===== src/jid_defs.svh =====
`ifndef JID_DEFS_SVH
`define JID_DEFS_SVH

// Instruction width and the fixed pattern loaded on instruction capture
`define JID_INS_W 7
`define JID_INS_CAPT 7'h01

// Opcodes
`define JID_OP_EXTEST 7'h00
`define JID_OP_SAMPLE 7'h01
`define JID_OP_DBG_RX 7'h02
`define JID_OP_CLAMP 7'h04
`define JID_OP_ICACHE 7'h07
`define JID_OP_HIGHZ 7'h08
`define JID_OP_DBG_STAT 7'h09
`define JID_OP_DBG_TX 7'h10
`define JID_OP_FL_STAGE 7'h36
`define JID_OP_FL_DRIVE 7'h37
`define JID_OP_IDCODE 7'h7e
`define JID_OP_BYPASS 7'h7f

// Identification register width
`define JID_ID_W 32

// Debug data register slots
`define JID_DBG_IDX_W 2
`define JID_DBG_RX 2'h0
`define JID_DBG_STAT 2'h1
`define JID_DBG_TX 2'h2
`define JID_DBG_ICACHE 2'h3

`endif


===== src/jid_pkg.sv =====
`default_nettype none
package jid_pkg;

   // Test access port controller states, one-hot
   typedef enum logic [15:0] {
      TAP_RESET = 16'h0001,
      TAP_IDLE = 16'h0002,
      TAP_SEL_DAT = 16'h0004,
      TAP_CAP_DAT = 16'h0008,
      TAP_SHIFT_DAT = 16'h0010,
      TAP_EXIT1_DAT = 16'h0020,
      TAP_PAUSE_DAT = 16'h0040,
      TAP_EXIT2_DAT = 16'h0080,
      TAP_UPD_DAT = 16'h0100,
      TAP_SEL_INS = 16'h0200,
      TAP_CAP_INS = 16'h0400,
      TAP_SHIFT_INS = 16'h0800,
      TAP_EXIT1_INS = 16'h1000,
      TAP_PAUSE_INS = 16'h2000,
      TAP_EXIT2_INS = 16'h4000,
      TAP_UPD_INS = 16'h8000
   } jid_tap_t;

   // Serial path between data in and data out
   typedef enum logic [4:0] {
      PATH_BYP = 5'h01,
      PATH_BSR = 5'h02,
      PATH_FLASH = 5'h04,
      PATH_ID = 5'h08,
      PATH_DBG = 5'h10
   } jid_path_t;

endpackage
`default_nettype wire


===== src/jid_instruction_decode.sv =====
`timescale 1ns/1ps
`default_nettype none
`include "jid_defs.svh"
// Summary of operation
// Seven-bit instruction selects operation and path
// Data in enters MSB, LSB faces out
// One bit shifts per rising test clock
// Test reset makes idcode current
// Runbist, intest and usercode not implemented
// Extest puts boundary register in path
// Extest drives pins, updates on falling edge
// Extest captures input pins at capture
// Scanned input cells never reach core
// Sample captures pins without disturbing operation
// Preload copies cells to update stage
// Clamp holds pins, bypass in path
// Highz floats all pins, bypass in path
// Flash stage acts as preload on subset
// Flash drive drives subset pins only
// Idcode loads fixed 32-bit code
// Shifting never alters stored identification code
// Bypass in path, captures zero
// Under bypass pins follow system logic
// Icache load opcode selects its register
// Data out changes falling, floats otherwise
// Bypass delays data exactly one clock
// Boundary path only for sample, extest; flash opcodes also capture, shift and update part of it
// Debug opcodes select distinct debug registers
// Private opcodes decode safely to bypass
module jid_instruction_decode
   import jid_pkg::*;
#(
   parameter int PIN_N = 8,
   parameter int FLASH_N = 4,
   parameter int DBG_W = 32,
   parameter logic [`JID_ID_W-1:0] ID_CODE = 32'h0abc_de01 // Arbitrary value
) (
   input wire logic core_clk_i,
   input wire logic reset_i,
   input wire logic ce_i,
   input wire logic tck_i,
   input wire logic tms_i,
   input wire logic tdi_i,
   input wire logic trst_n_i,
   input wire logic [PIN_N-1:0] pin_in_i,
   input wire logic [PIN_N-1:0] core_out_i,
   input wire logic [PIN_N-1:0] core_oe_i,
   input wire logic [DBG_W-1:0] dbg_cap_i,
   output logic tdo_o,
   output logic tdo_oe_o,
   output logic [PIN_N-1:0] pin_out_o,
   output logic [PIN_N-1:0] pin_oe_o,
   output logic [PIN_N-1:0] core_in_o,
   output logic [`JID_INS_W-1:0] instr_o,
   output logic [DBG_W-1:0] dbg_data_o,
   output logic [`JID_DBG_IDX_W-1:0] dbg_sel_o,
   output logic dbg_upd_o
);

   localparam int BSR_W = 2 * PIN_N;
   localparam int DBG_N = 4;

   logic tck_s1_reg, tms_s1_reg, tdi_s1_reg, trst_s1_reg;
   logic tck_s2_reg, tms_s2_reg, tdi_s2_reg, trst_s2_reg;
   logic tck_d_reg;
   logic [PIN_N-1:0] pin_s1_reg, pin_s2_reg;
   logic tck_rise, tck_fall;
   jid_tap_t tap_reg;
   logic [`JID_INS_W-1:0] ins_sh_reg;
   logic [`JID_INS_W-1:0] instr_reg;
   jid_path_t path;
   logic [`JID_DBG_IDX_W-1:0] dbg_idx;
   logic byp_reg;
   logic [`JID_ID_W-1:0] id_sh_reg;
   logic [BSR_W-1:0] bsr_reg;
   logic [BSR_W-1:0] upd_reg;
   logic [DBG_W-1:0] dbg_sh_reg [DBG_N];
   logic ser_out;

   // Controller walk on each test clock rising edge
   function automatic jid_tap_t jid_next(input jid_tap_t s, input logic tms);
      unique case (s)
         TAP_RESET: jid_next = tms ? TAP_RESET : TAP_IDLE;
         TAP_IDLE: jid_next = tms ? TAP_SEL_DAT : TAP_IDLE;
         TAP_SEL_DAT: jid_next = tms ? TAP_SEL_INS : TAP_CAP_DAT;
         TAP_CAP_DAT: jid_next = tms ? TAP_EXIT1_DAT : TAP_SHIFT_DAT;
         TAP_SHIFT_DAT: jid_next = tms ? TAP_EXIT1_DAT : TAP_SHIFT_DAT;
         TAP_EXIT1_DAT: jid_next = tms ? TAP_UPD_DAT : TAP_PAUSE_DAT;
         TAP_PAUSE_DAT: jid_next = tms ? TAP_EXIT2_DAT : TAP_PAUSE_DAT;
         TAP_EXIT2_DAT: jid_next = tms ? TAP_UPD_DAT : TAP_SHIFT_DAT;
         TAP_UPD_DAT: jid_next = tms ? TAP_SEL_DAT : TAP_IDLE;
         TAP_SEL_INS: jid_next = tms ? TAP_RESET : TAP_CAP_INS;
         TAP_CAP_INS: jid_next = tms ? TAP_EXIT1_INS : TAP_SHIFT_INS;
         TAP_SHIFT_INS: jid_next = tms ? TAP_EXIT1_INS : TAP_SHIFT_INS;
         TAP_EXIT1_INS: jid_next = tms ? TAP_UPD_INS : TAP_PAUSE_INS;
         TAP_PAUSE_INS: jid_next = tms ? TAP_EXIT2_INS : TAP_PAUSE_INS;
         TAP_EXIT2_INS: jid_next = tms ? TAP_UPD_INS : TAP_SHIFT_INS;
         TAP_UPD_INS: jid_next = tms ? TAP_SEL_DAT : TAP_IDLE;
         default: jid_next = TAP_RESET;
      endcase
   endfunction

   // Pin synchronisers; the test clock is sampled, not used as a clock
   always_ff @(posedge core_clk_i) begin
      if (reset_i) begin
         {trst_s1_reg, tdi_s1_reg, tms_s1_reg, tck_s1_reg} <= 4'h0;
         {trst_s2_reg, tdi_s2_reg, tms_s2_reg, tck_s2_reg} <= 4'h0;
         tck_d_reg <= 1'b0;
         pin_s1_reg <= '0;
         pin_s2_reg <= '0;
      end else if (ce_i) begin
         {trst_s1_reg, tdi_s1_reg, tms_s1_reg, tck_s1_reg} <= {trst_n_i, tdi_i, tms_i, tck_i};
         {trst_s2_reg, tdi_s2_reg, tms_s2_reg, tck_s2_reg} <=
            {trst_s1_reg, tdi_s1_reg, tms_s1_reg, tck_s1_reg};
         tck_d_reg <= tck_s2_reg;
         pin_s1_reg <= pin_in_i;
         pin_s2_reg <= pin_s1_reg;
      end
   end

   assign tck_rise = ce_i & trst_s2_reg & tck_s2_reg & ~tck_d_reg;
   assign tck_fall = ce_i & trst_s2_reg & ~tck_s2_reg & tck_d_reg;

   // Controller state; test reset forces the reset state without a clock edge
   always_ff @(posedge core_clk_i) begin
      if (reset_i) begin
         tap_reg <= TAP_RESET;
      end else if (ce_i && !trst_s2_reg) begin
         tap_reg <= TAP_RESET;
      end else if (tck_rise) begin
         tap_reg <= jid_next(tap_reg, tms_s2_reg);
      end
   end

   // Instruction shift stage: capture pattern, then data in enters at the top
   always_ff @(posedge core_clk_i) begin
      if (reset_i) begin
         ins_sh_reg <= `JID_INS_CAPT;
      end else if (tck_rise) begin
         if (tap_reg == TAP_CAP_INS) begin
            ins_sh_reg <= `JID_INS_CAPT;
         end else if (tap_reg == TAP_SHIFT_INS) begin
            ins_sh_reg <= {tdi_s2_reg, ins_sh_reg[`JID_INS_W-1:1]};
         end
      end
   end

   // Current instruction takes a shifted opcode only on a falling edge, so pins never see a half shift
   always_ff @(posedge core_clk_i) begin
      if (reset_i) begin
         instr_reg <= `JID_OP_IDCODE;
      end else if (ce_i && (!trst_s2_reg || tap_reg == TAP_RESET)) begin
         instr_reg <= `JID_OP_IDCODE;
      end else if (tck_fall && tap_reg == TAP_UPD_INS) begin
         instr_reg <= ins_sh_reg;
      end
   end

   // Path decode; unlisted and unimplemented opcodes fall to bypass
   always_comb begin
      path = PATH_BYP;
      dbg_idx = `JID_DBG_RX;
      unique case (instr_reg)
         `JID_OP_EXTEST, `JID_OP_SAMPLE: path = PATH_BSR;
         `JID_OP_FL_STAGE, `JID_OP_FL_DRIVE: path = PATH_FLASH;
         `JID_OP_IDCODE: path = PATH_ID;
         `JID_OP_DBG_RX: path = PATH_DBG;
         `JID_OP_DBG_STAT: begin
            path = PATH_DBG;
            dbg_idx = `JID_DBG_STAT;
         end
         `JID_OP_DBG_TX: begin
            path = PATH_DBG;
            dbg_idx = `JID_DBG_TX;
         end
         `JID_OP_ICACHE: begin
            path = PATH_DBG;
            dbg_idx = `JID_DBG_ICACHE;
         end
         default: path = PATH_BYP;
      endcase
   end

   // Serial data registers: capture then shift on rising edges
   always_ff @(posedge core_clk_i) begin
      if (reset_i) begin
         byp_reg <= 1'b0;
         id_sh_reg <= ID_CODE;
         bsr_reg <= '0;
         for (int i = 0; i < DBG_N; i++) begin
            dbg_sh_reg[i] <= '0;
         end
      end else if (tck_rise && tap_reg == TAP_CAP_DAT) begin
         unique case (path)
            PATH_BYP: byp_reg <= 1'b0;
            PATH_BSR: bsr_reg <= {core_out_i, pin_s2_reg};
            PATH_FLASH: bsr_reg[PIN_N +: FLASH_N] <= core_out_i[FLASH_N-1:0];
            PATH_ID: id_sh_reg <= ID_CODE;
            PATH_DBG: dbg_sh_reg[dbg_idx] <= dbg_cap_i;
         endcase
      end else if (tck_rise && tap_reg == TAP_SHIFT_DAT) begin
         unique case (path)
            PATH_BYP: byp_reg <= tdi_s2_reg;
            PATH_BSR: bsr_reg <= {tdi_s2_reg, bsr_reg[BSR_W-1:1]};
            PATH_FLASH: bsr_reg[PIN_N +: FLASH_N] <=
               {tdi_s2_reg, bsr_reg[PIN_N+FLASH_N-1:PIN_N+1]};
            PATH_ID: id_sh_reg <= {tdi_s2_reg, id_sh_reg[`JID_ID_W-1:1]};
            PATH_DBG: dbg_sh_reg[dbg_idx] <= {tdi_s2_reg, dbg_sh_reg[dbg_idx][DBG_W-1:1]};
         endcase
      end
   end

   // Update stage and debug hand-off on the falling edge in update
   always_ff @(posedge core_clk_i) begin
      if (reset_i) begin
         upd_reg <= '0;
         dbg_data_o <= '0;
         dbg_sel_o <= `JID_DBG_RX;
         dbg_upd_o <= 1'b0;
      end else if (ce_i) begin
         dbg_upd_o <= 1'b0;
         if (tck_fall && tap_reg == TAP_UPD_DAT) begin
            unique case (path)
               PATH_BSR: upd_reg <= bsr_reg;
               PATH_FLASH: upd_reg[PIN_N +: FLASH_N] <= bsr_reg[PIN_N +: FLASH_N];
               PATH_DBG: begin
                  dbg_data_o <= dbg_sh_reg[dbg_idx];
                  dbg_sel_o <= dbg_idx;
                  dbg_upd_o <= 1'b1;
               end
               default: upd_reg <= upd_reg;
            endcase
         end
      end
   end

   // Pin muxing; inputs always reach the core straight from the pins
   always_ff @(posedge core_clk_i) begin
      if (reset_i) begin
         pin_out_o <= '0;
         pin_oe_o <= '0;
         core_in_o <= '0;
         instr_o <= `JID_OP_IDCODE;
      end else if (ce_i) begin
         core_in_o <= pin_s2_reg;
         instr_o <= instr_reg;
         pin_out_o <= core_out_i;
         pin_oe_o <= core_oe_i;
         if (instr_reg == `JID_OP_EXTEST || instr_reg == `JID_OP_CLAMP) begin
            pin_out_o <= upd_reg[BSR_W-1:PIN_N];
            pin_oe_o <= '1;
         end else if (instr_reg == `JID_OP_HIGHZ) begin
            pin_oe_o <= '0;
         end else if (instr_reg == `JID_OP_FL_DRIVE) begin
            pin_out_o[FLASH_N-1:0] <= upd_reg[PIN_N +: FLASH_N];
            pin_oe_o[FLASH_N-1:0] <= '1;
         end
      end
   end

   // Serial output select
   always_comb begin
      ser_out = byp_reg;
      if (tap_reg == TAP_SHIFT_INS) begin
         ser_out = ins_sh_reg[0];
      end else begin
         unique case (path)
            PATH_BYP: ser_out = byp_reg;
            PATH_BSR: ser_out = bsr_reg[0];
            PATH_FLASH: ser_out = bsr_reg[PIN_N];
            PATH_ID: ser_out = id_sh_reg[0];
            PATH_DBG: ser_out = dbg_sh_reg[dbg_idx][0];
         endcase
      end
   end

   // Data out moves on the falling edge so the master samples it stable
   always_ff @(posedge core_clk_i) begin
      if (reset_i) begin
         tdo_o <= 1'b0;
         tdo_oe_o <= 1'b0;
      end else if (ce_i && !trst_s2_reg) begin
         tdo_oe_o <= 1'b0;
      end else if (tck_fall) begin
         tdo_o <= ser_out;
         tdo_oe_o <= (tap_reg == TAP_SHIFT_INS) || (tap_reg == TAP_SHIFT_DAT);
      end
   end
endmodule
`default_nettype wire


===== config.mk =====
export PLATFORM = sky130hd
export DESIGN_NAME = jid_instruction_decode
export DESIGN_NICKNAME = d
export VERILOG_FILES = /design/src/jid_pkg.sv /design/src/jid_instruction_decode.sv
export VERILOG_INCLUDE_DIRS = /design/src
export SDC_FILE = /design/constraint.sdc
export NUM_CORES = 1
export LEC_CHECK = 0
export BUFFER_PORTS_ARGS = -buffer_cell sky130_fd_sc_hd__buf_4
export CORE_ASPECT_RATIO = 1.2
export CORE_MARGIN = 2
export CORE_UTILIZATION = 59
export CTS_CLUSTER_DIAMETER = 150
export DETAILED_ROUTE_END_ITERATION = 6
export GPL_TIMING_DRIVEN = 0
export PLACE_DENSITY_LB_ADDON = 0.15
export SYNTH_ARGS = -nofsm -noshare
export SYNTH_HDL_FRONTEND = slang
export SYNTH_SLANG_ARGS = --single-unit

===== constraint.sdc =====
create_clock -name core_clk_i -period 6.55 [get_ports core_clk_i]
set_input_delay 1.965 -clock core_clk_i [delete_from_list [all_inputs] [get_ports core_clk_i]]
set_output_delay 1.965 -clock core_clk_i [all_outputs]
set_load 0.02 [all_outputs]

==> impl_metrics.sql <==
INSERT INTO impl_metrics (metric_group, metric, value, unit) VALUES
('setup_path', 'crit-reg2reg-capture', 'dbg_sh_reg[3][17]', ''),
('clock_tree', 'cts_stage_hold_buffer_count', '0', ''),
('layout', 'layout.area.seq', '0.007447', 'mm^2'),
('layout', 'largest_register_ff_count', '128', ''),
('layout', 'layout-drive-gt1-share', '19.16', '%'),
('sta', 'max_slew.worst_pin.slew', '1084', 'ps'),
('yosys', 'ys_dominant_reg_cell', 'sky130_fd_sc_hd__dfxtp_1', ''),
('drt', 'dr.first_iter.drc_count', '693', ''),
('drt', 'wl', '35860', 'um'),
('yosys', 'gate_count_after_technology_mapping', '1387', ''),
('clock_tree', 'post-cts-setup-buffers', '0', ''),
('die', 'fp.dieH', '170.6', 'um'),
('placement', 'numPortBuffers', '129', ''),
('clock_tree', 'cts_inserted_buffers', '29', ''),
('drt', 'total_iterations_of_the_first_detailed_routing_run', '7', ''),
('yosys', 'post_synth_main_area_contributors', 'sky130_fd_sc_hd__edfxtp_1 28%, sky130_fd_sc_hd__dfxtp_1 26%, sky130_fd_sc_hd__nand2_1 7.0%', ''),
('sta', 'final_hold_viol_count', '0', ''),
('outcome', 'status', 'completed', ''),
('yosys', 'synth_area_per_cell', '9.840', 'um^2'),
('sta', 'post-route-period-util', '64.20', '%'),
('drt', 'route.detailed.wl_per_inst', '19.06', 'um'),
('clock_tree', 'cts-root-to-sink-buffers', '3', ''),
('placement', 'placed_cells_incl_taps', '1829', ''),
('die', 'floorplan.initialDensity', '60.40', '%'),
('setup_path', 'cp.arrival', '4370', 'ps'),
('power', 'total_leakage_power', '6.060', 'nW'),
('global_route', 'grt.overflow.total', '0', ''),
('setup_path', 'worst-path-max-fanout', '32', ''),
('yosys', 'yosysMostFrequentCell', 'sky130_fd_sc_hd__nand2_1', ''),
('yosys', 'netlist.area_leader.share', '28.16', '%'),
('placement', 'detailedPlacementHpwl', '24530', 'um'),
('die', 'die_area', '0.02437', 'mm^2'),
('clock_tree', 'post_cts_resize_count', '0', ''),
('setup_path', 'critical_path.reg2reg.startpoint', 'instr_reg[2]', ''),
('layout', 'multi_input_area', '0.005675', 'mm^2'),
('yosys', 'share_of_synthesized_flip_flops_with_an_asynchronous_set_or_reset', '0', '%'),
('layout', 'fillers', '1759', ''),
('setup_path', 'setup.worst_path.class', 'in -> reg', ''),
('layout', 'fin_util', '71.15', '%'),
('layout', 'layoutNonFillerInstCount', '1881', ''),
('power', 'p_per_area', '245.7', 'mW/mm^2'),
('drt', 'post-route-drc-count', '0', ''),
('die', 'row_count', '60', ''),
('global_route', 'grt_start_max_net_pins', '33', ''),
('clock_tree', 'clk_pin_slew_worst_paths', '60', 'ps'),
('sta', 'remaining_max_slew_budget_at_the_tightest_pin', '27.06', '%'),
('setup_path', 'reg2reg_slack', '3130', 'ps'),
('layout', 'antenna_cells', '0', ''),
('flow_run', 'cap_viol_max_count', '0', ''),
('layout', 'flow.area_growth_from_synthesis', '17.79', '%'),
('clock_tree', 'clock_insertion_delay_worst_skew', '540', 'ps'),
('yosys', 'synth_cell_type_count', '64', ''),
('hold_path', 'hp-start', 'id_sh_reg[8]', ''),
('drt', 'antenna_violating_nets_post_route', '0', ''),
('setup_path', 'critical_path.startpoint_type', 'input pin', ''),
('sta', 'setup_viol', '0', ''),
('power', 'ir_drop', '0.0002091', 'V'),
('drt', 'vias', '11260', ''),
('yosys', 'synthesis.yosys.warnings', '0', ''),
('placement', 'routabilityCongestion', '0.9358', ''),
('sta', 'timing.final.max_slew_violations', '0', ''),
('global_route', 'vias_in_the_first_global_route', '11270', ''),
('clock_tree', 'tritoncts', 'yes', ''),
('sta', 'finalCriticalPeriod', '4205', 'ps'),
('setup_path', 'crit_required', '6710', 'ps'),
('die', 'core_area', '0.02260', 'mm^2'),
('layout', 'final_stage_net_count', '1613', ''),
('global_route', 'antenna_violations_before_repair', '0', ''),
('sta', 'finalClockSkew', '8.340', 'ps'),
('yosys', 'mappedNetlistNets', '1450', ''),
('hold_path', 'number_of_cells_on_the_worst_hold_path', '2', '');
-- worst max-delay path, stage by stage --
cell                       delay, ps
sky130_fd_sc_hd__buf_4            90
sky130_fd_sc_hd__buf_2           240
sky130_fd_sc_hd__nand4b_1        330
sky130_fd_sc_hd__nor2_1          320
sky130_fd_sc_hd__nand3_4         220
sky130_fd_sc_hd__nor2_1          280
sky130_fd_sc_hd__nand3_1         140
sky130_fd_sc_hd__nand2_2         750
-- power by group --
part           leakage (nW)  total [mW]  switching (mW)  internal (mW)
clock                 0.487        1.69           0.730          0.958
combinational          2.90       0.191           0.119         0.0726
sequential             2.67        2.07          0.0227           2.05
-- cells in the final DEF, fill, tap and decap left out, drive strengths merged, types with 3 or more instances in the layout --
cell type,Yosys,final
a31oi,3,3
or4,5,5
and3,4,4
dfxtp,180,180
a311oi,6,6
and2,6,6
xnor2,6,6
or3,9,9
a211o,3,3
nor3b,4,4
mux2i,78,78
edfxtp,128,128
a22oi,4,4
clkinv,0,6
o2bb2ai,32,32
a211oi,25,25
nand3,65,65
nor3,43,43
o221ai,31,31
or2,4,4
clkbuf,61,103
inv,9,13
nor2,122,122
nand4,9,9
o21ai,154,154
a21oi,40,40
nor4,18,18
and4b,3,3
buf,51,183
nor4b,3,3
nand2,254,254
-- how the worst max path moves through the flow --
| stage | start | end | cells past startpoint |
|---|---|---|---|
| 2_1_floorplan | ce_i | dbg_sh_reg[2][0] | 5 |
| 3_3_place_gp | ce_i | dbg_sh_reg[1][6] | 6 |
| 3_5_place_dp | ce_i | dbg_sh_reg[0][16] | 8 |
| 4_1_cts | ce_i | dbg_sh_reg[0][24] | 8 |
| 5_1_grt | ce_i | dbg_sh_reg[0][24] | 8 |
| 6_report | ce_i | dbg_sh_reg[0][24] | 8 |
-- metrics by stage --
stage / hold WS [ps] / TNS, ps / instance area [um^2] / setup WS [ps]
2_1_floorplan: 432.1 / 0 / 13650 / 967.3
3_3_place_gp: 439.3 / -90860 / 15000 / -1047
3_5_place_dp: 444.4 / 0 / 15120 / 1795
4_1_cts: 454.7 / 0 / 16080 / 2347
5_1_grt: 467.9 / 0 / 16080 / 2129
6_report: 456.1 / 0 / 16080 / 2345
-- routing by layer --
metal / GRT usage (%) / vias up / routed length (um) / part of all wire, %
li1: - / 5341 / - / -
met1: 35.68 / 5352 / 13980 / 39
met2: 52.65 / 481 / 17830 / 50
met3: 5.122 / 90 / 2928 / 8.2
met4: 10.59 / 0 / 1119 / 3.1
met5: 0 / - / 0 / 0
-- area by class of cell --
| class | count | area share [%] |
|---|---|---|
| Tap cell | 310 | 2.413 |
| Inverter | 9 | 0.2101 |
| Timing Repair Buffer | 132 | 6.491 |
| Clock buffer | 42 | 5.611 |
| Clock inverter | 10 | 0.3658 |
| Buffer | 112 | 3.284 |
| Sequential cell | 308 | 46.32 |
| Multi-Input combinational cell | 958 | 35.30 |
-- cell families after synthesis --
logic type                share of synthesized area (%)
and+or+nand+nor                                   19.03
AOI/OAI and AO/OA                                 15.97
DFF                                               54.57
buffers and inverters                             4.116
muxes                                             5.803
xor gates and xnor gates                         0.5134
No activity file was read; power rests on OpenSTA's default activity.
